`src/common/adc_scan_pkg.sv`:
```
// Package: register map, field layout, input codes and sequencer states
package adc_scan_pkg;

  // Register byte addresses
  localparam logic [7:0] SOFTWARE_TRIGGER_ADDR = 8'h0c;
  localparam logic [7:0] INPUT_CONTROL_ADDR    = 8'h10;
  localparam logic [7:0] EVENT_CONTROL_ADDR    = 8'h14;
  localparam logic [7:0] SCAN_STATUS_ADDR      = 8'h18;

  // Reset values and writable mask
  localparam logic [7:0]  SOFTWARE_TRIGGER_RESET = 8'h00;
  localparam logic [31:0] INPUT_CONTROL_RESET    = 32'h0000_0000;
  localparam logic [31:0] INPUT_CONTROL_MASK     = 32'h0fff_1f1f;
  localparam logic [1:0]  EVENT_CONTROL_RESET    = 2'h0;

  // Field positions
  localparam int TRIG_FLUSH_BIT  = 0;
  localparam int TRIG_START_BIT  = 1;
  localparam int POS_LSB         = 0;
  localparam int NEG_LSB         = 8;
  localparam int SCAN_LSB        = 16;
  localparam int OFFSET_LSB      = 20;
  localparam int GAIN_LSB        = 24;
  localparam int EV_START_BIT    = 0;
  localparam int EV_SYNC_BIT     = 1;
  localparam int STAT_BUSY_BIT   = 0;
  localparam int STAT_FLUSH_BIT  = 1;
  localparam int STAT_POS_LSB    = 8;

  // Gain codes
  localparam logic [3:0] GAIN_1X   = 4'h0;
  localparam logic [3:0] GAIN_16X  = 4'h4;
  localparam logic [3:0] HALF_GAIN = 4'hf;

  // Negative input codes
  localparam logic [4:0] NEG_PIN_LAST     = 5'h07;
  localparam logic [4:0] NEG_GND          = 5'h18;
  localparam logic [4:0] IO_GROUND_INPUT  = 5'h19;

  // Positive input codes
  localparam logic [4:0] POS_PIN_LAST     = 5'h13;
  localparam logic [4:0] POS_TEMP         = 5'h18;
  localparam logic [4:0] POS_DAC          = 5'h1c;

  // AXI responses
  localparam logic [1:0] RESP_OKAY   = 2'b00;
  localparam logic [1:0] RESP_SLVERR = 2'b10;

  // Conversion sequencer states
  typedef enum logic [1:0] {
    SEQ_IDLE  = 2'b00,
    SEQ_CONV  = 2'b01,
    SEQ_FLUSH = 2'b10
  } seq_state_e;

  // Gain code is defined: 1x..16x or one-half
  function automatic logic gain_code_ok(input logic [3:0] code);
    return (code <= GAIN_16X) || (code == HALF_GAIN);
  endfunction

  // Negative code is defined: pins 0..7, internal or I/O ground
  function automatic logic neg_code_ok(input logic [4:0] code);
    return (code <= NEG_PIN_LAST) || (code == NEG_GND) ||
           (code == IO_GROUND_INPUT);
  endfunction

  // Positive code is defined: pins 0..19 or internal sources
  function automatic logic pos_code_ok(input logic [4:0] code);
    return (code <= POS_PIN_LAST) ||
           ((code >= POS_TEMP) && (code <= POS_DAC));
  endfunction

endpackage

```
`src/common/conv_if.sv`:
```
// Interface between register front end and conversion sequencer
`timescale 1ns/1ns
`default_nettype none
interface conv_if;
  logic start_req;   // Start bit pending
  logic flush_req;   // Flush bit pending
  logic started;     // Conversion begun, one cycle
  logic flush_done;  // Flush completed, one cycle
  logic conv_done;   // Conversion completed, one cycle
  logic busy;        // Conversion in progress
  logic clk_en;      // Converter clock tick

  modport ctrl (output start_req, flush_req,
                input  started, flush_done, conv_done, busy, clk_en);
  modport seq  (input  start_req, flush_req,
                output started, flush_done, conv_done, busy, clk_en);
endinterface
`default_nettype wire

```
`src/core/conv_sequencer.sv`:
```
// Converter clock divider and conversion/flush sequencer
`timescale 1ns/1ns
`default_nettype none
module conv_sequencer
  import adc_scan_pkg::*;
#(
  parameter int CLK_DIV    = 4,
  parameter int CONV_TICKS = 12
) (
  // Clock and reset
  input  wire logic aclk,
  input  wire logic aresetn,
  // Front end
  conv_if.seq       cv
);
  localparam int DW = (CLK_DIV > 1) ? $clog2(CLK_DIV) : 1;
  localparam int TW = (CONV_TICKS > 1) ? $clog2(CONV_TICKS) : 1;
  localparam logic [DW-1:0] DIV_LAST  = DW'(CLK_DIV - 1);
  localparam logic [TW-1:0] TICK_LAST = TW'(CONV_TICKS - 1);

  seq_state_e    state_r,  state_nxt;
  logic [DW-1:0] div_r,    div_nxt;
  logic [TW-1:0] ticks_r,  ticks_nxt;
  logic          resume_r, resume_nxt;

  // Converter clock enable from the divider
  assign cv.clk_en = (div_r == DIV_LAST);
  assign cv.busy   = (state_r == SEQ_CONV);

  // Next state, divider and conversion timing
  always_comb begin
    state_nxt     = state_r;
    div_nxt       = cv.clk_en ? '0 : div_r + 1'b1;
    ticks_nxt     = ticks_r;
    resume_nxt    = resume_r;
    cv.started    = 1'b0;
    cv.flush_done = 1'b0;
    cv.conv_done  = 1'b0;
    case (state_r)
      SEQ_IDLE: begin
        if (cv.flush_req) begin
          state_nxt  = SEQ_FLUSH;
          div_nxt    = '0;
          resume_nxt = 1'b0;
        end else if (cv.start_req && cv.clk_en) begin
          state_nxt  = SEQ_CONV;
          ticks_nxt  = '0;
          cv.started = 1'b1;
        end
      end
      SEQ_CONV: begin
        if (cv.flush_req) begin
          state_nxt  = SEQ_FLUSH;
          div_nxt    = '0;
          resume_nxt = 1'b1;
        end else if (cv.clk_en) begin
          if (ticks_r == TICK_LAST) begin
            state_nxt    = SEQ_IDLE;
            cv.conv_done = 1'b1;
          end else begin
            ticks_nxt = ticks_r + 1'b1;
          end
        end
      end
      SEQ_FLUSH: begin
        cv.flush_done = 1'b1;
        resume_nxt    = 1'b0;
        if (resume_r || cv.start_req) begin
          state_nxt  = SEQ_CONV;
          ticks_nxt  = '0;
          cv.started = 1'b1;
        end else begin
          state_nxt = SEQ_IDLE;
        end
      end
      default: begin
        state_nxt = SEQ_IDLE;
      end
    endcase
  end

  // State registers
  always_ff @(posedge aclk) begin
    if (!aresetn) begin
      state_r  <= SEQ_IDLE;
      div_r    <= '0;
      ticks_r  <= '0;
      resume_r <= 1'b0;
    end else begin
      state_r  <= state_nxt;
      div_r    <= div_nxt;
      ticks_r  <= ticks_nxt;
      resume_r <= resume_nxt;
    end
  end
endmodule
`default_nettype wire

```
`src/core/adc_trigger_scan.sv`:
```
// Converter trigger and input scan control with AXI4-Lite registers
//
// What this block does
// - Writing one to start launches one conversion; zero does nothing.
// - Start bit clears when the requested conversion has begun.
// - Writing start while it is still set is ignored, nothing queued.
// - Writing one to flush flushes the pipeline; zero does nothing.
// - Flush restarts converter clock next edge and aborts running conversions.
// - Flush bit self-clears after flush; a pending conversion then restarts.
// - Gain field selects 1x..16x for 0..4, one-half for 0xF.
// - Scanning is active whenever the scan count field is nonzero.
// - Converted positive input is positive select plus scan offset.
// - While scanning, offset increments by one after each conversion, wrapping to zero after count.
// - Scan covers count plus one consecutive inputs from select plus offset.
// - Negative select: pins 0..7, internal ground 0x18, I/O ground 0x19.
// - Positive select codes 0x00..0x08 pick pin equal to the code.
// - Positive 0x09..0x13 pins 9..19; 0x18..0x1C internal sources.
// - Enabled start event starts; enabled sync event flushes then starts.
`timescale 1ns/1ns
`default_nettype none
module adc_trigger_scan
  import adc_scan_pkg::*;
#(
  parameter int CLK_DIV    = 4,
  parameter int CONV_TICKS = 12
) (
  // Clock and reset
  input  wire logic       aclk,
  input  wire logic       aresetn,
  // AXI4-Lite write address and data
  input  wire logic [7:0] s_axi_awaddr,
  input  wire logic       s_axi_awvalid,
  output logic            s_axi_awready,
  input  wire logic [31:0] s_axi_wdata,
  input  wire logic [3:0] s_axi_wstrb,
  input  wire logic       s_axi_wvalid,
  output logic            s_axi_wready,
  // AXI4-Lite write response
  output logic [1:0]      s_axi_bresp,
  output logic            s_axi_bvalid,
  input  wire logic       s_axi_bready,
  // AXI4-Lite read
  input  wire logic [7:0] s_axi_araddr,
  input  wire logic       s_axi_arvalid,
  output logic            s_axi_arready,
  output logic [31:0]     s_axi_rdata,
  output logic [1:0]      s_axi_rresp,
  output logic            s_axi_rvalid,
  input  wire logic       s_axi_rready,
  // Event inputs, same clock domain
  input  wire logic       start_event,
  input  wire logic       sync_event,
  // Converter control
  output logic            conv_clk_en,
  output logic            conv_running,
  output logic            conv_done,
  output logic [4:0]      converted_pos_input,
  output logic [4:0]      negative_input_select,
  output logic [3:0]      gain_code,
  output logic            half_gain,
  output logic [2:0]      gain_shift,
  output logic            input_sel_valid
);

  conv_if cv ();

  // Write channel holding
  logic        aw_held_r, aw_held_nxt;
  logic [7:0]  awaddr_r,  awaddr_nxt;
  logic        w_held_r,  w_held_nxt;
  logic [31:0] wdata_r,   wdata_nxt;
  logic [3:0]  wstrb_r,   wstrb_nxt;
  logic        bvalid_r,  bvalid_nxt;
  logic [1:0]  bresp_r,   bresp_nxt;
  // Read channel
  logic        rvalid_r,  rvalid_nxt;
  logic [31:0] rdata_r,   rdata_nxt;
  logic [1:0]  rresp_r,   rresp_nxt;
  // Register contents
  logic        start_r,   start_nxt;
  logic        flush_r,   flush_nxt;
  logic [31:0] inctl_r,   inctl_nxt;
  logic [1:0]  evctl_r,   evctl_nxt;
  logic [4:0]  pos_lat_r, pos_lat_nxt;
  // Decoded fields
  logic [4:0]  positive_input_select;
  logic [3:0]  scan_cnt;
  logic [3:0]  scan_off;
  logic [4:0]  pos_now;
  logic        scan_on;
  logic [31:0] merged;
  logic [31:0] status_word;

  // Field views of the input control register
  assign positive_input_select   = inctl_r[POS_LSB +: 5];
  assign scan_cnt = inctl_r[SCAN_LSB +: 4];
  assign scan_off = inctl_r[OFFSET_LSB +: 4];
  assign scan_on  = (scan_cnt != 4'h0);
  assign pos_now  = 5'(positive_input_select + {1'b0, scan_off});
  assign status_word = {19'h0, pos_lat_r, 6'h0, flush_r, cv.busy};

  // Handshake outputs
  assign s_axi_awready = !aw_held_r && !bvalid_r;
  assign s_axi_wready  = !w_held_r && !bvalid_r;
  assign s_axi_arready = !rvalid_r;
  assign s_axi_bvalid  = bvalid_r;
  assign s_axi_bresp   = bresp_r;
  assign s_axi_rvalid  = rvalid_r;
  assign s_axi_rdata   = rdata_r;
  assign s_axi_rresp   = rresp_r;

  // Sequencer requests and converter status
  assign cv.start_req = start_r;
  assign cv.flush_req = flush_r;
  assign conv_clk_en  = cv.clk_en;
  assign conv_running = cv.busy;
  assign conv_done    = cv.conv_done;

  conv_sequencer #(
    .CLK_DIV    (CLK_DIV),
    .CONV_TICKS (CONV_TICKS)
  ) u_seq (
    .aclk    (aclk),
    .aresetn (aresetn),
    .cv      (cv.seq)
  );

  // Bus slave and register next values
  always_comb begin
    aw_held_nxt = aw_held_r;
    awaddr_nxt  = awaddr_r;
    w_held_nxt  = w_held_r;
    wdata_nxt   = wdata_r;
    wstrb_nxt   = wstrb_r;
    bvalid_nxt  = bvalid_r;
    bresp_nxt   = bresp_r;
    rvalid_nxt  = rvalid_r;
    rdata_nxt   = rdata_r;
    rresp_nxt   = rresp_r;
    start_nxt   = start_r;
    flush_nxt   = flush_r;
    inctl_nxt   = inctl_r;
    evctl_nxt   = evctl_r;
    pos_lat_nxt = pos_lat_r;
    merged      = inctl_r;
    // Hardware side effects
    if (cv.started) begin
      start_nxt   = 1'b0;
      pos_lat_nxt = pos_now;
    end
    if (cv.flush_done) begin
      flush_nxt = 1'b0;
    end
    if (cv.conv_done && scan_on) begin
      if (scan_off >= scan_cnt) begin
        inctl_nxt[OFFSET_LSB +: 4] = 4'h0;
      end else begin
        inctl_nxt[OFFSET_LSB +: 4] = scan_off + 4'h1;
      end
    end
    // Event inputs
    if (evctl_r[EV_START_BIT] && start_event && !start_r) begin
      start_nxt = 1'b1;
    end
    if (evctl_r[EV_SYNC_BIT] && sync_event) begin
      flush_nxt = 1'b1;
      start_nxt = 1'b1;
    end
    // Write address and data capture
    if (s_axi_awvalid && s_axi_awready) begin
      aw_held_nxt = 1'b1;
      awaddr_nxt  = s_axi_awaddr;
    end
    if (s_axi_wvalid && s_axi_wready) begin
      w_held_nxt = 1'b1;
      wdata_nxt  = s_axi_wdata;
      wstrb_nxt  = s_axi_wstrb;
    end
    if (bvalid_r && s_axi_bready) begin
      bvalid_nxt = 1'b0;
    end
    // Perform a held write
    if (aw_held_r && w_held_r) begin
      aw_held_nxt = 1'b0;
      w_held_nxt  = 1'b0;
      bvalid_nxt  = 1'b1;
      bresp_nxt   = RESP_OKAY;
      case ({awaddr_r[7:2], 2'b00})
        SOFTWARE_TRIGGER_ADDR: begin
          if (wstrb_r[0]) begin
            if (wdata_r[TRIG_START_BIT] && !start_r) begin
              start_nxt = 1'b1;
            end
            if (wdata_r[TRIG_FLUSH_BIT]) begin
              flush_nxt = 1'b1;
            end
          end
        end
        INPUT_CONTROL_ADDR: begin
          for (int b = 0; b < 4; b++) begin
            if (wstrb_r[b]) begin
              merged[8*b +: 8] = wdata_r[8*b +: 8];
            end
          end
          inctl_nxt = merged & INPUT_CONTROL_MASK;
        end
        EVENT_CONTROL_ADDR: begin
          if (wstrb_r[0]) begin
            evctl_nxt = wdata_r[1:0];
          end
        end
        SCAN_STATUS_ADDR: begin
          bresp_nxt = RESP_OKAY;
        end
        default: begin
          bresp_nxt = RESP_SLVERR;
        end
      endcase
    end
    // Read
    if (rvalid_r && s_axi_rready) begin
      rvalid_nxt = 1'b0;
    end
    if (s_axi_arvalid && s_axi_arready) begin
      rvalid_nxt = 1'b1;
      rresp_nxt  = RESP_OKAY;
      case ({s_axi_araddr[7:2], 2'b00})
        SOFTWARE_TRIGGER_ADDR: rdata_nxt = {30'h0, start_r, flush_r};
        INPUT_CONTROL_ADDR:    rdata_nxt = inctl_r;
        EVENT_CONTROL_ADDR:    rdata_nxt = {30'h0, evctl_r};
        SCAN_STATUS_ADDR:      rdata_nxt = status_word;
        default: begin
          rdata_nxt = 32'h0;
          rresp_nxt = RESP_SLVERR;
        end
      endcase
    end
  end

  // Bus and register state
  always_ff @(posedge aclk) begin
    if (!aresetn) begin
      aw_held_r <= 1'b0;
      awaddr_r  <= 8'h00;
      w_held_r  <= 1'b0;
      wdata_r   <= 32'h0;
      wstrb_r   <= 4'h0;
      bvalid_r  <= 1'b0;
      bresp_r   <= RESP_OKAY;
      rvalid_r  <= 1'b0;
      rdata_r   <= 32'h0;
      rresp_r   <= RESP_OKAY;
      start_r   <= SOFTWARE_TRIGGER_RESET[TRIG_START_BIT];
      flush_r   <= SOFTWARE_TRIGGER_RESET[TRIG_FLUSH_BIT];
      inctl_r   <= INPUT_CONTROL_RESET;
      evctl_r   <= EVENT_CONTROL_RESET;
      pos_lat_r <= 5'h00;
    end else begin
      aw_held_r <= aw_held_nxt;
      awaddr_r  <= awaddr_nxt;
      w_held_r  <= w_held_nxt;
      wdata_r   <= wdata_nxt;
      wstrb_r   <= wstrb_nxt;
      bvalid_r  <= bvalid_nxt;
      bresp_r   <= bresp_nxt;
      rvalid_r  <= rvalid_nxt;
      rdata_r   <= rdata_nxt;
      rresp_r   <= rresp_nxt;
      start_r   <= start_nxt;
      flush_r   <= flush_nxt;
      inctl_r   <= inctl_nxt;
      evctl_r   <= evctl_nxt;
      pos_lat_r <= pos_lat_nxt;
    end
  end

  // Input selection and gain outputs, next values
  logic [4:0] cpos_nxt;
  logic [4:0] neg_nxt;
  logic [3:0] gain_nxt;
  logic       half_nxt;
  logic [2:0] shift_nxt;
  logic       valid_nxt;
  always_comb begin
    cpos_nxt  = pos_lat_r;
    neg_nxt   = inctl_r[NEG_LSB +: 5];
    gain_nxt  = inctl_r[GAIN_LSB +: 4];
    half_nxt  = (gain_nxt == HALF_GAIN);
    shift_nxt = (gain_nxt <= GAIN_16X) ? gain_nxt[2:0] : 3'h0;
    valid_nxt = pos_code_ok(cpos_nxt) &&
                neg_code_ok(neg_nxt) &&
                gain_code_ok(gain_nxt);
  end

  // Registered converter selection outputs
  always_ff @(posedge aclk) begin
    if (!aresetn) begin
      converted_pos_input   <= 5'h00;
      negative_input_select <= 5'h00;
      gain_code             <= GAIN_1X;
      half_gain             <= 1'b0;
      gain_shift            <= 3'h0;
      input_sel_valid       <= 1'b0;
    end else begin
      converted_pos_input   <= cpos_nxt;
      negative_input_select <= neg_nxt;
      gain_code             <= gain_nxt;
      half_gain             <= half_nxt;
      gain_shift            <= shift_nxt;
      input_sel_valid       <= valid_nxt;
    end
  end

endmodule
`default_nettype wire

```
`config.mk`:
```
export PLATFORM = sky130hd
export DESIGN_NAME = adc_trigger_scan
export DESIGN_NICKNAME = d
export VERILOG_FILES = /design/src/common/adc_scan_pkg.sv /design/src/common/conv_if.sv /design/src/core/conv_sequencer.sv /design/src/core/adc_trigger_scan.sv
export SDC_FILE = /design/constraint.sdc
export NUM_CORES = 1
export LEC_CHECK = 0
export BUFFER_PORTS_ARGS = -buffer_cell sky130_fd_sc_hd__buf_2
export CORE_MARGIN = 1.5
export CORE_UTILIZATION = 52
export DETAILED_ROUTE_END_ITERATION = 10
export PLACE_DENSITY_LB_ADDON = 0.25
export SYNTH_ARGS = -nofsm -noshare
export SYNTH_HDL_FRONTEND = slang
export SYNTH_HIERARCHICAL = 1
export SYNTH_SLANG_ARGS = --single-unit
export TNS_END_PERCENT = 20
```
`constraint.sdc`:
```
create_clock -name aclk -period 4.45 [get_ports aclk]
set_input_delay 1.1125 -clock aclk [delete_from_list [all_inputs] [get_ports aclk]]
set_output_delay 1.1125 -clock aclk [all_outputs]
set_load 0.05 [all_outputs]
```
==> out/qor.txt, run 1 <==
library cells used by synthesis = 57
setup bufs post-CTS = 0
Std-Cell Rows = 36
Hold Vio Cnt, Final = 0
DR DRC count = 0
cts hold-fix bufs = 0
status = finished, final reports clean
Longest Clk Path Bufs = 2
number of synthesized flops with an enable pin = 0
Req. time, crit path = 3.34 ns
DRT iter0 DRCs = 166
cts bufs inserted = 17
first-pass GRT wire length = 18.42 mm
Starting Density = 0.5338
layout cells sized above 1 = 0.2138
Cells after Synth = 567
Max Clock Skew = 0.008526 ns
Die Width = 103.2 um
Post-Synthesis Cell Area = 5218 sq um
Synth Flop Type = dfxtp_1
gr usage total = 0.2267
# setup viols final = 0
GRT overflow = 0
Max VDD drop = 0.2099 mV
worst slew pin tran = 1.187 ns
Die Height = 103.2 um
final worst path period need = 3.045 ns
depth of the CTS H-tree = 4
clock slew at reported path FFs = 0.06 ns
Leak = 0.002750 uW
Worst Hold Launch = s_axi_rdata[18]$_SDFFE_PN0P_
Crit Reg-Reg Startpoint = s_axi_rvalid$_SDFFE_PN0P_
DP Area = 5727 sq um
Tcrit/Tclk final = 0.6843
Crit Path Class = flop to output pin
ys async rst share = 0
Cells after DPL = 770
vias per inst = 5.157
design area = 6289 sq um
# resized after CTS = 0
Layout area overhead = 20.53%
Post-DP HPWL = 7.813 mm
IO Port Bufs = 97
Antenna Nets Post-Route = 0
clock insertion delay at the later pin of the skew report = 0.53 ns
most frequent cells in the layout = dfxtp_1, buf_2, nand2_1, nor2b_1, a21boi_0
pin count of the biggest net entering global routing = 70
crit path max fanout = 4
Cell Chain, Critical Path = ha_1 > nand3b_1 > nor2_1 > buf_2
Syn Area/Cell = 9.202 sq um
Clock Tree Root = clkbuf_8
Avg WL per Cell = 14.14 um
Final Non-Filler Cells = 802
critical path endpoint category = output pin
CP arrival = 1.93 ns
fmax = 328.4 MHz
TritonCTS clock tree = done
hold crit path type = flop to flop
Startpoint Class = flop
Ys Warns = 6
Seq/Total Area, Yosys = 0.4566
Routed WL = 11.34 mm
vias in the first global route = 3812
nets = 730
Finished Core Util = 0.6434
Slew HR = 0.2068
register bit count reported by yosys = 119
power per cell area = 409.7 nW/um^2
die area = 10640 sq um
Antenna diodes = 0
routability cong. = 0.8595
total negative slack = 0 ns
Sink Count = 119
Core Region = 9774 sq um
Max Transition Viols Final = 0
Vias = 4136
crit path from = u_seq/ticks_r[0]$_SDFFE_PN0P_
Max Cap Viol = 0
unrepaired setup endpoints after global routing = no
initial antenna violation count = 0
max incr delay on CP = 0.38 ns
IO Count = 124
commonest non-fill, non-tap cell in the layout = dfxtp_1
CP max stage cell = dfxtp_1
DRT Pass-1 Iters = 4
## final cells by class
cell class	count	area (sq um)
timing repair buffer	98	505.5
tap	133	166.4
inverter	15	56.30
multi-input combinational	405	2616
clock buffer	18	427.9
sequential	119	2382
clock inverter	14	133.9
fill	857	3486
## Yosys cell counts (10+ instances only)
master      n  area (sq um)
nand3_1    27         135.1
o21ai_0    12         60.06
a21boi_0   34         255.2
inv_1      15         56.30
nor2b_1    38         237.7
nand2b_1   10         62.56
mux2i_1    31         310.3
buf_4      12         90.09
nor2_1     16         60.06
a21oi_1    13         65.06
nand2_1    88         330.3
dfxtp_1   119          2382
a21boi_1   10         75.07
clkbuf_1   22         82.58
ha_1       12         150.1
and2_1     18         112.6
## stage by stage
| stage | hold slack, ns | setup slack [ns] | total power (uW) |
|---|---|---|---|
| final | 0.4480 | 1.405 | 2576 |
| after global placement | 0.4392 | 1.701 | 1314 |
| after floorplan | 0.4285 | 1.926 | 1275 |
| after detailed placement | 0.4411 | 1.673 | 1318 |
| after CTS | 0.4490 | 1.393 | 2595 |
| after global routing | 0.4720 | 1.319 | 2668 |
## logic make-up (layout without fill, tap and decap cells)
group | count (synthesis) | in the layout | share of synthesized area
buffers and inverters | 54 | 145 | 0.04988
multiplexers | 37 | 37 | 0.07242
AND/OR/NAND/NOR | 233 | 233 | 0.2381
AO/OA/AOI/OAI | 107 | 107 | 0.1446
flip-flops | 119 | 119 | 0.4566
other | 1 | 12 | 0.0007187
XOR/XNOR | 3 | 3 | 0.005037
adder cells (fa/ha/maj) | 13 | 13 | 0.03261
## where the power goes
group          leakage, uW  internal (uW)  total, uW  switching, uW
Sequential        0.000965           1090       1110           21.7
Clock             0.000272            802       1280            479
Combinational      0.00151           59.4        180            121
## critical path, delay by kind of cell (launching register included)
family,cells,cell delay [ns]
and+or+nand+nor,2,0.47
DFF,1,0.38
buffers and inverters,1,0.33
adders and majority gates,1,0.23
## sequential cells by signal (all words and copies together) (netlist names), 2 cells and up
| signal | flops |
|---|---|
| inctl_r | 22 |
| s_axi_rdata | 22 |
| wdata_r | 22 |
| awaddr_r | 6 |
| converted_pos_input | 5 |
| cpos_nxt | 5 |
| negative_input_select | 5 |
| gain_code | 4 |
| u_seq/ticks_r | 4 |
| wstrb_r | 4 |
| gain_shift | 3 |
| evctl_r | 2 |
| u_seq/div_r | 2 |
| u_seq/state_r | 2 |
## worst paths after layout
kind / end / slack, ns / depth (start not counted)
max: conv_done / 1.40 / 4
min: s_axi_rdata[18]$_SDFFE_PN0P_ / 0.45 / 2
max reg2reg: s_axi_rdata[12]$_SDFFE_PN0P_ / 2.37 / 4
min reg2reg: s_axi_rdata[18]$_SDFFE_PN0P_ / 0.45 / 2
## layer usage
layer  GRT usage  share of wire
met5           0              0
met4     0.07173          0.010
met3     0.07930          0.060
met2      0.3598           0.47
met1      0.2908           0.46
No activity file was read; power rests on OpenSTA's default activity.
==> run 2: changes to the inputs <==
--- a/config.mk
+++ b/config.mk
@@ -5,6 +5,7 @@
 export SDC_FILE = /design/constraint.sdc
 export NUM_CORES = 1
 export LEC_CHECK = 0
+export ABC_AREA = 1
 export BUFFER_PORTS_ARGS = -buffer_cell sky130_fd_sc_hd__buf_2
 export CORE_MARGIN = 1.5
 export CORE_UTILIZATION = 52
==> constraint.sdc (replaced) <==
create_clock -name aclk -period 3.05 [get_ports aclk]
set_input_delay 0.7625 -clock aclk [delete_from_list [all_inputs] [get_ports aclk]]
set_output_delay 0.7625 -clock aclk [all_outputs]
set_load 0.05 [all_outputs]
==> out/qor.txt, run 2 <==
Sink Count = 119 (unchanged)
clock slew at reported path FFs = 0.06 ns (about the same)
# resized after CTS = 0 (unchanged)
pin count of the biggest net entering global routing = 50 (-29%)
layout cells sized above 1 = 0.2060 (-0.007759)
Post-DP HPWL = 8.351 mm (+6.9%)
vias per inst = 5.028 (-2.5%)
library cells used by synthesis = 43 (-25%)
Worst Hold Launch = inctl_r[9]$_SDFFE_PN0P_
power per cell area = 636.4 nW/um^2 (+55%)
Die Height = 102.8 um (-0.32%)
Antenna Nets Post-Route = 0 (unchanged)
critical path endpoint category = output pin
post-synthesis xor/xnor area fraction = 0.006758 (+0.001722)
Hold Vio Cnt, Final = 0 (unchanged)
DRT Pass-1 Iters = 5 (+1)
Leak = 0.003017 uW (+9.7%)
Max Transition Viols Final = 0 (unchanged)
worst r2r path cells = 11 (+7)
nets = 862 (+18%)
IO Port Bufs = 97 (unchanged)
Tcrit/Tclk final = 0.9235
Max VDD drop = 0.3392 mV (+62%)
main combinational cell family by area after synthesis = simple AND/OR/NAND/NOR gates
Avg WL per Cell = 12.70 um (-10%)
Ys Warns = 6 (unchanged)
crit path max fanout = 4 (unchanged)
RR Endpoint = inctl_r[23]$_SDFFE_PN0P_
fmax = 355.0 MHz
leading area contributor after synthesis = dfxtp_1
final worst path period need = 2.817 ns
cts bufs inserted = 17 (unchanged)
ys async rst share = 0 (unchanged)
Seq/Total Area, Yosys = 0.4596 (+0.002976)
Max Clock Skew = 0.007335 ns (-0.001192 ns)
GRT overflow = 0 (unchanged)
Crit Reg-Reg Startpoint = u_seq/ticks_r[0]$_SDFFE_PN0P_
Core Region = 9729 sq um (-0.46%)
DR DRC count = 0 (unchanged)
hold path depth = 2 (unchanged)
Vias = 4696 (+14%)
commonest non-fill, non-tap cell in the layout = nor2_1
Min-Delay Endpoint = negative_input_select[1]$_SDFF_PN0_
number of synthesized flops with an enable pin = 0 (unchanged)
Std-Cell Rows = 36 (unchanged)
register bit count reported by yosys = 119 (unchanged)
Die Width = 102.8 um (-0.32%)
Cells after Synth = 689 (+22%)
setup bufs post-CTS = 0 (unchanged)
# setup viols final = 0 (unchanged)
synth cell count leaders = nor2_1, dfxtp_1, nand2_1, inv_1, o21ai_0
Slew HR = 0.5042 (+0.2974)
Crit Path Class = flop to output pin
unrepaired setup endpoints after global routing = no
simple logic cell fraction of the synthesized area = 0.2486 (+0.01048)
Post-Synthesis Cell Area = 5184 sq um (-0.65%)
clock insertion delay at the later pin of the skew report = 0.51 ns (-0.02 ns)
gr usage total = 0.2376 (+0.01087)
r2r setup slk = 1.08 ns (-1.29 ns)
status = finished, final reports clean
depth of the CTS H-tree = 4 (unchanged)
Req. time, crit path = 2.29 ns (-1.05 ns)
cts hold-fix bufs = 0 (unchanged)
Startpoint Class = flop
routability cong. = 0.9219 (+7.3%)
Synth Flop Type = dfxtp_1
Synth Area in Compound Gates = 0.1525 (+0.007942)
Routed WL = 11.86 mm (+4.5%)
Syn Area/Cell = 7.524 sq um (-18%)
share of the synthesized area in the top cell type = 0.4596 (+0.002976)
CP arrival = 2.05 ns (+0.12 ns)
TritonCTS clock tree = done
Max Cap Viol = 0 (unchanged)
IO Count = 124 (unchanged)
total negative slack = 0 ns (unchanged)
most frequent cell after synthesis = nor2_1
largest cells by area after synthesis = dfxtp_1, nor2_1, nand2_1, o21ai_0, inv_1
Longest Clk Path Bufs = 2 (unchanged)
most frequent cells in the layout = nor2_1, dfxtp_1, nand2_1, buf_2, inv_1
vias in the first global route = 4290 (+13%)
Starting Density = 0.5328 (-0.001001)
adder-cell area share of the yosys netlist = 0.03283 (+0.0002125)
Antenna diodes = 0 (unchanged)
multiplexer area fraction after synthesis = 0 (-0.07242)
Layout area overhead = 22.11%
DRT iter0 DRCs = 211 (+27%)
Finished Core Util = 0.6506 (+0.007223)
first-pass GRT wire length = 19.51 mm (+5.9%)
die area = 10580 sq um (-0.63%)
hold crit path type = flop to flop
worst slew pin tran = 0.7429 ns (-0.4444 ns)
initial antenna violation count = 0 (unchanged)
Clock Tree Root = clkbuf_8
-- run 2: cell count changes after synthesis, moves of 14 or more --
cell / delta
nor2_1: +105
o21ai_0: +65
inv_1: +64
nor2b_1: -38
a21boi_0: -34
a21oi_1: +34
mux2i_1: -31
nand2_1: +20
and2_1: -18
nand4_1: +14
-- run 2: critical path: stages, from the launching register on --
cell	delay [ns]
dfxtp_1	0.37
ha_1	0.23
nand3_1	0.19
nor4_2	0.30
buf_4	0.19
buf_2	0.26
-- run 2: logic make-up (layout without fill, tap and decap cells) --
logic type,after synthesis,after routing
DFF,119,119
other,1,12
AOI/OAI and AO/OA,147,147
buffers and inverters,119,220
xor gates and xnor gates,4,4
and+or+nand+nor,286,286
adders and majority gates,13,13
-- run 2: layer usage --
layer / up-vias / part of all wire / global-route usage
li1: 2400 / - / -
met1: 2145 / 0.43 / 0.2877
met2: 128 / 0.50 / 0.4035
met3: 23 / 0.048 / 0.06576
met4: 0 / 0.021 / 0.09148
met5: - / 0 / 0
-- run 2: area by class of cell --
class,count,area (sq um)
inverters,85,319.1
repair buffers,103,530.5
clock inverters,12,150.1
flip-flops and latches,119,2382
fillers,865,3400
multi-input cells,462,2336
clock buffers,20,445.4
well taps,133,166.4
-- run 2: stage by stage --
step	setup WS, ns	instances	power (uW)	instance area [sq um]	hold slack [ns]
global route	0.1020	934	4175	6330	0.4579
finish	0.2333	934	4028	6330	0.4294
CTS	0.2114	934	4051	6330	0.4316
floorplan	0.3217	700	1986	5231	0.4071
global placement	0.7764	902	2066	5734	0.4165
detailed placement	0.7581	902	2078	5734	0.4233
-- run 2: how the worst max path moves through the flow --
stage | from | to | slack (ns) | cells past startpoint
global route | u_seq/ticks_r[0]$_SDFFE_PN0P_ | conv_done | 0.10 | 5
detailed placement | u_seq/ticks_r[0]$_SDFFE_PN0P_ | conv_done | 0.76 | 5
finish | u_seq/ticks_r[0]$_SDFFE_PN0P_ | conv_done | 0.23 | 5
global placement | u_seq/ticks_r[0]$_SDFFE_PN0P_ | conv_done | 0.78 | 5
floorplan | u_seq/state_r[0]$_SDFFE_PN0P_ | inctl_r[23]$_SDFFE_PN0P_ | 0.32 | 11
CTS | u_seq/ticks_r[0]$_SDFFE_PN0P_ | conv_done | 0.21 | 5
-- run 2: where the power goes --
group	leakage, uW	internal, uW	total (uW)	switching [uW]
logic	0.00176	98.4	384	285
registers	0.000971	1620	1660	40.1
clock network	0.000287	1280	1980	698
total	0.00302	3010	4030	1020
==> run 3: changes to the inputs <==
--- a/config.mk
+++ b/config.mk
@@ -8,9 +8,10 @@
 export ABC_AREA = 1
 export BUFFER_PORTS_ARGS = -buffer_cell sky130_fd_sc_hd__buf_2
 export CORE_MARGIN = 1.5
-export CORE_UTILIZATION = 52
+export CORE_UTILIZATION = 48
 export DETAILED_ROUTE_END_ITERATION = 10
-export PLACE_DENSITY_LB_ADDON = 0.25
+export PLACE_DENSITY = 0.8
+export SLEW_MARGIN = 20
 export SYNTH_ARGS = -nofsm -noshare
 export SYNTH_HDL_FRONTEND = slang
 export SYNTH_HIERARCHICAL = 1
==> constraint.sdc (replaced) <==
create_clock -name aclk -period 2.4 [get_ports aclk]
set_input_delay 0.6 -clock aclk [delete_from_list [all_inputs] [get_ports aclk]]
set_output_delay 0.6 -clock aclk [all_outputs]
set_load 0.05 [all_outputs]
==> out/qor.txt, run 3 (synthesized netlist as in run 2, its figures left out) <==
status = finished, final reports clean
Final Non-Filler Cells = 940 (+0.64%)
routability cong. = 0.8534 (-7.4%)
Startpoint Class = flop
first-pass GRT wire length = 20.22 mm (+3.6%)
Tcrit/Tclk final = 0.9718
most frequent cells in the layout = nor2_1, dfxtp_1, nand2_1, buf_2, inv_1
clock insertion delay at the later pin of the skew report = 0.51 ns (about the same)
Std-Cell Rows = 37 (+2.8%)
hold_ws = 0.3326 ns (-0.09681 ns)
vias per inst = 5.028 (about the same)
crit path from = u_seq/div_r[1]$_SDFF_PN0_
commonest non-fill, non-tap cell in the layout = nor2_1
Hold Vio Cnt, Final = 0 (unchanged)
die area = 11430 sq um (+8.1%)
critical path endpoint category = output pin
Routed WL = 12.23 mm (+3.2%)
Antenna Nets Post-Route = 0 (unchanged)
layout cells sized above 1 = 0.2164 (+0.01043)
Vias = 4726 (+0.64%)
vias in the first global route = 4407 (+2.7%)
TritonCTS clock tree = done
Crit Path Class = flop to output pin
Max Transition Viols Final = 0 (unchanged)
unrepaired setup endpoints after global routing = no
GRT overflow = 0 (unchanged)
pin count of the biggest net entering global routing = 41 (-18%)
gr usage total = 0.2237 (-0.01392)
total negative slack = 0 ns (unchanged)
CP arrival = 1.73 ns (-0.32 ns)
IO Count = 124 (unchanged)
Crit Reg-Reg Startpoint = u_seq/div_r[1]$_SDFF_PN0_
Leak = 0.003026 uW (+0.30%)
DRT Pass-1 Iters = 5 (unchanged)
Sink Count = 119 (unchanged)
Layout area overhead = 23.49%
DR DRC count = 0 (unchanged)
crit path max fanout = 3 (-1)
Longest Clk Path Bufs = 2 (unchanged)
Max Clock Skew = 0.006995 ns (-0.0003394 ns)
Core Region = 10420 sq um (+7.1%)
fmax = 428.8 MHz
hold path depth = 4 (+2)
clock slew at reported path FFs = 0.06 ns (about the same)
DRT iter0 DRCs = 295 (+40%)
Worst Hold Launch = s_axi_bready
Post-DP HPWL = 8.341 mm (-0.13%)
Cells after DPL = 908 (+0.67%)
Starting Density = 0.4977 (-0.03514)
Avg WL per Cell = 13.01 um (+2.5%)
Die Height = 106.9 um (+4.0%)
sequential cell area = 2386 sq um (+0.16%)
FILL cells = 915 (+5.8%)
initial antenna violation count = 0 (unchanged)
Max Cap Viol = 0 (unchanged)
Die Width = 106.9 um (+4.0%)
IO Port Bufs = 97 (unchanged)
Clock Tree Root = clkbuf_8
Antenna diodes = 0 (unchanged)
hold crit path type = input pin to flop
footprint of the multi-input gates = 2365 sq um (+1.2%)
nets = 867 (+0.58%)
# setup viols final = 0 (unchanged)
depth of the CTS H-tree = 4 (unchanged)
final worst path period need = 2.332 ns
power per cell area = 794.8 nW/um^2 (+25%)
worst r2r path cells = 12 (+1)
Slew HR = 0.5029 (-0.001319)
cts bufs inserted = 17 (unchanged)
Max VDD drop = 0.4136 mV (+22%)
worst slew pin tran = 0.7449 ns (+0.001976 ns)
Req. time, crit path = 1.80 ns (-0.49 ns)
## run 3: final cells by class
cell class                      instances  share of cell area
Clock buffer                           19             0.06744
Clock inverter                         11             0.02365
Inverter                               85             0.04984
Multi-Input combinational cell        462              0.3694
Sequential cell                       119              0.3728
Tap cell                              136             0.02658
Timing Repair Buffer                  108             0.09030
## run 3: per-stage QoR
step           setup slack [ns]  power [uW]  utilization  area, sq um
6_report                0.06774        5088       0.6145         6401
5_1_grt                 0.01041        5262       0.6145         6401
4_1_cts                0.002182        5122       0.6117         6371
3_5_place_dp             0.2617        2639       0.5539         5769
3_3_place_gp             0.2877        2632       0.5539         5769
2_1_floorplan           0.09593        2525            -         5240
## run 3: routing by layer
metal / global-route usage / wire (um)
met5: 0 / 0
met2: 0.3929 / 6097
met3: 0.05593 / 744
met1: 0.2649 / 5228
met4: 0.07714 / 163
## run 3: power breakdown
group / internal [uW] / leakage [uW] / total [uW] / switching [uW]
Clock: 1600 / 0.000272 / 2480 / 886
Sequential: 2060 / 0.000972 / 2110 / 47.3
Combinational: 128 / 0.00178 / 493 / 365
## run 3: what timing repair did
action	in CTS	in global routing
endpoints found under the setup margin	1	1
resized for setup	3	7
hold buffers	0	0
buffers inserted	1	1
pin swaps	1	1
## run 3: path summary, 6_finish.rpt
path,end,slack (ns)
worst max-delay path,conv_done,0.07
worst min-delay path,s_axi_bvalid$_SDFFE_PN0P_,0.33
worst max register to register,inctl_r[23]$_SDFFE_PN0P_,0.50
worst min register to register,negative_input_select[2]$_SDFF_PN0_,0.42
## run 3: worst max-delay path, cell delays in order, from the launching register on
cell     delay, ns
dfxtp_1       0.35
ha_2          0.21
inv_1         0.09
nor4_4        0.24
buf_4         0.18
buf_8         0.15
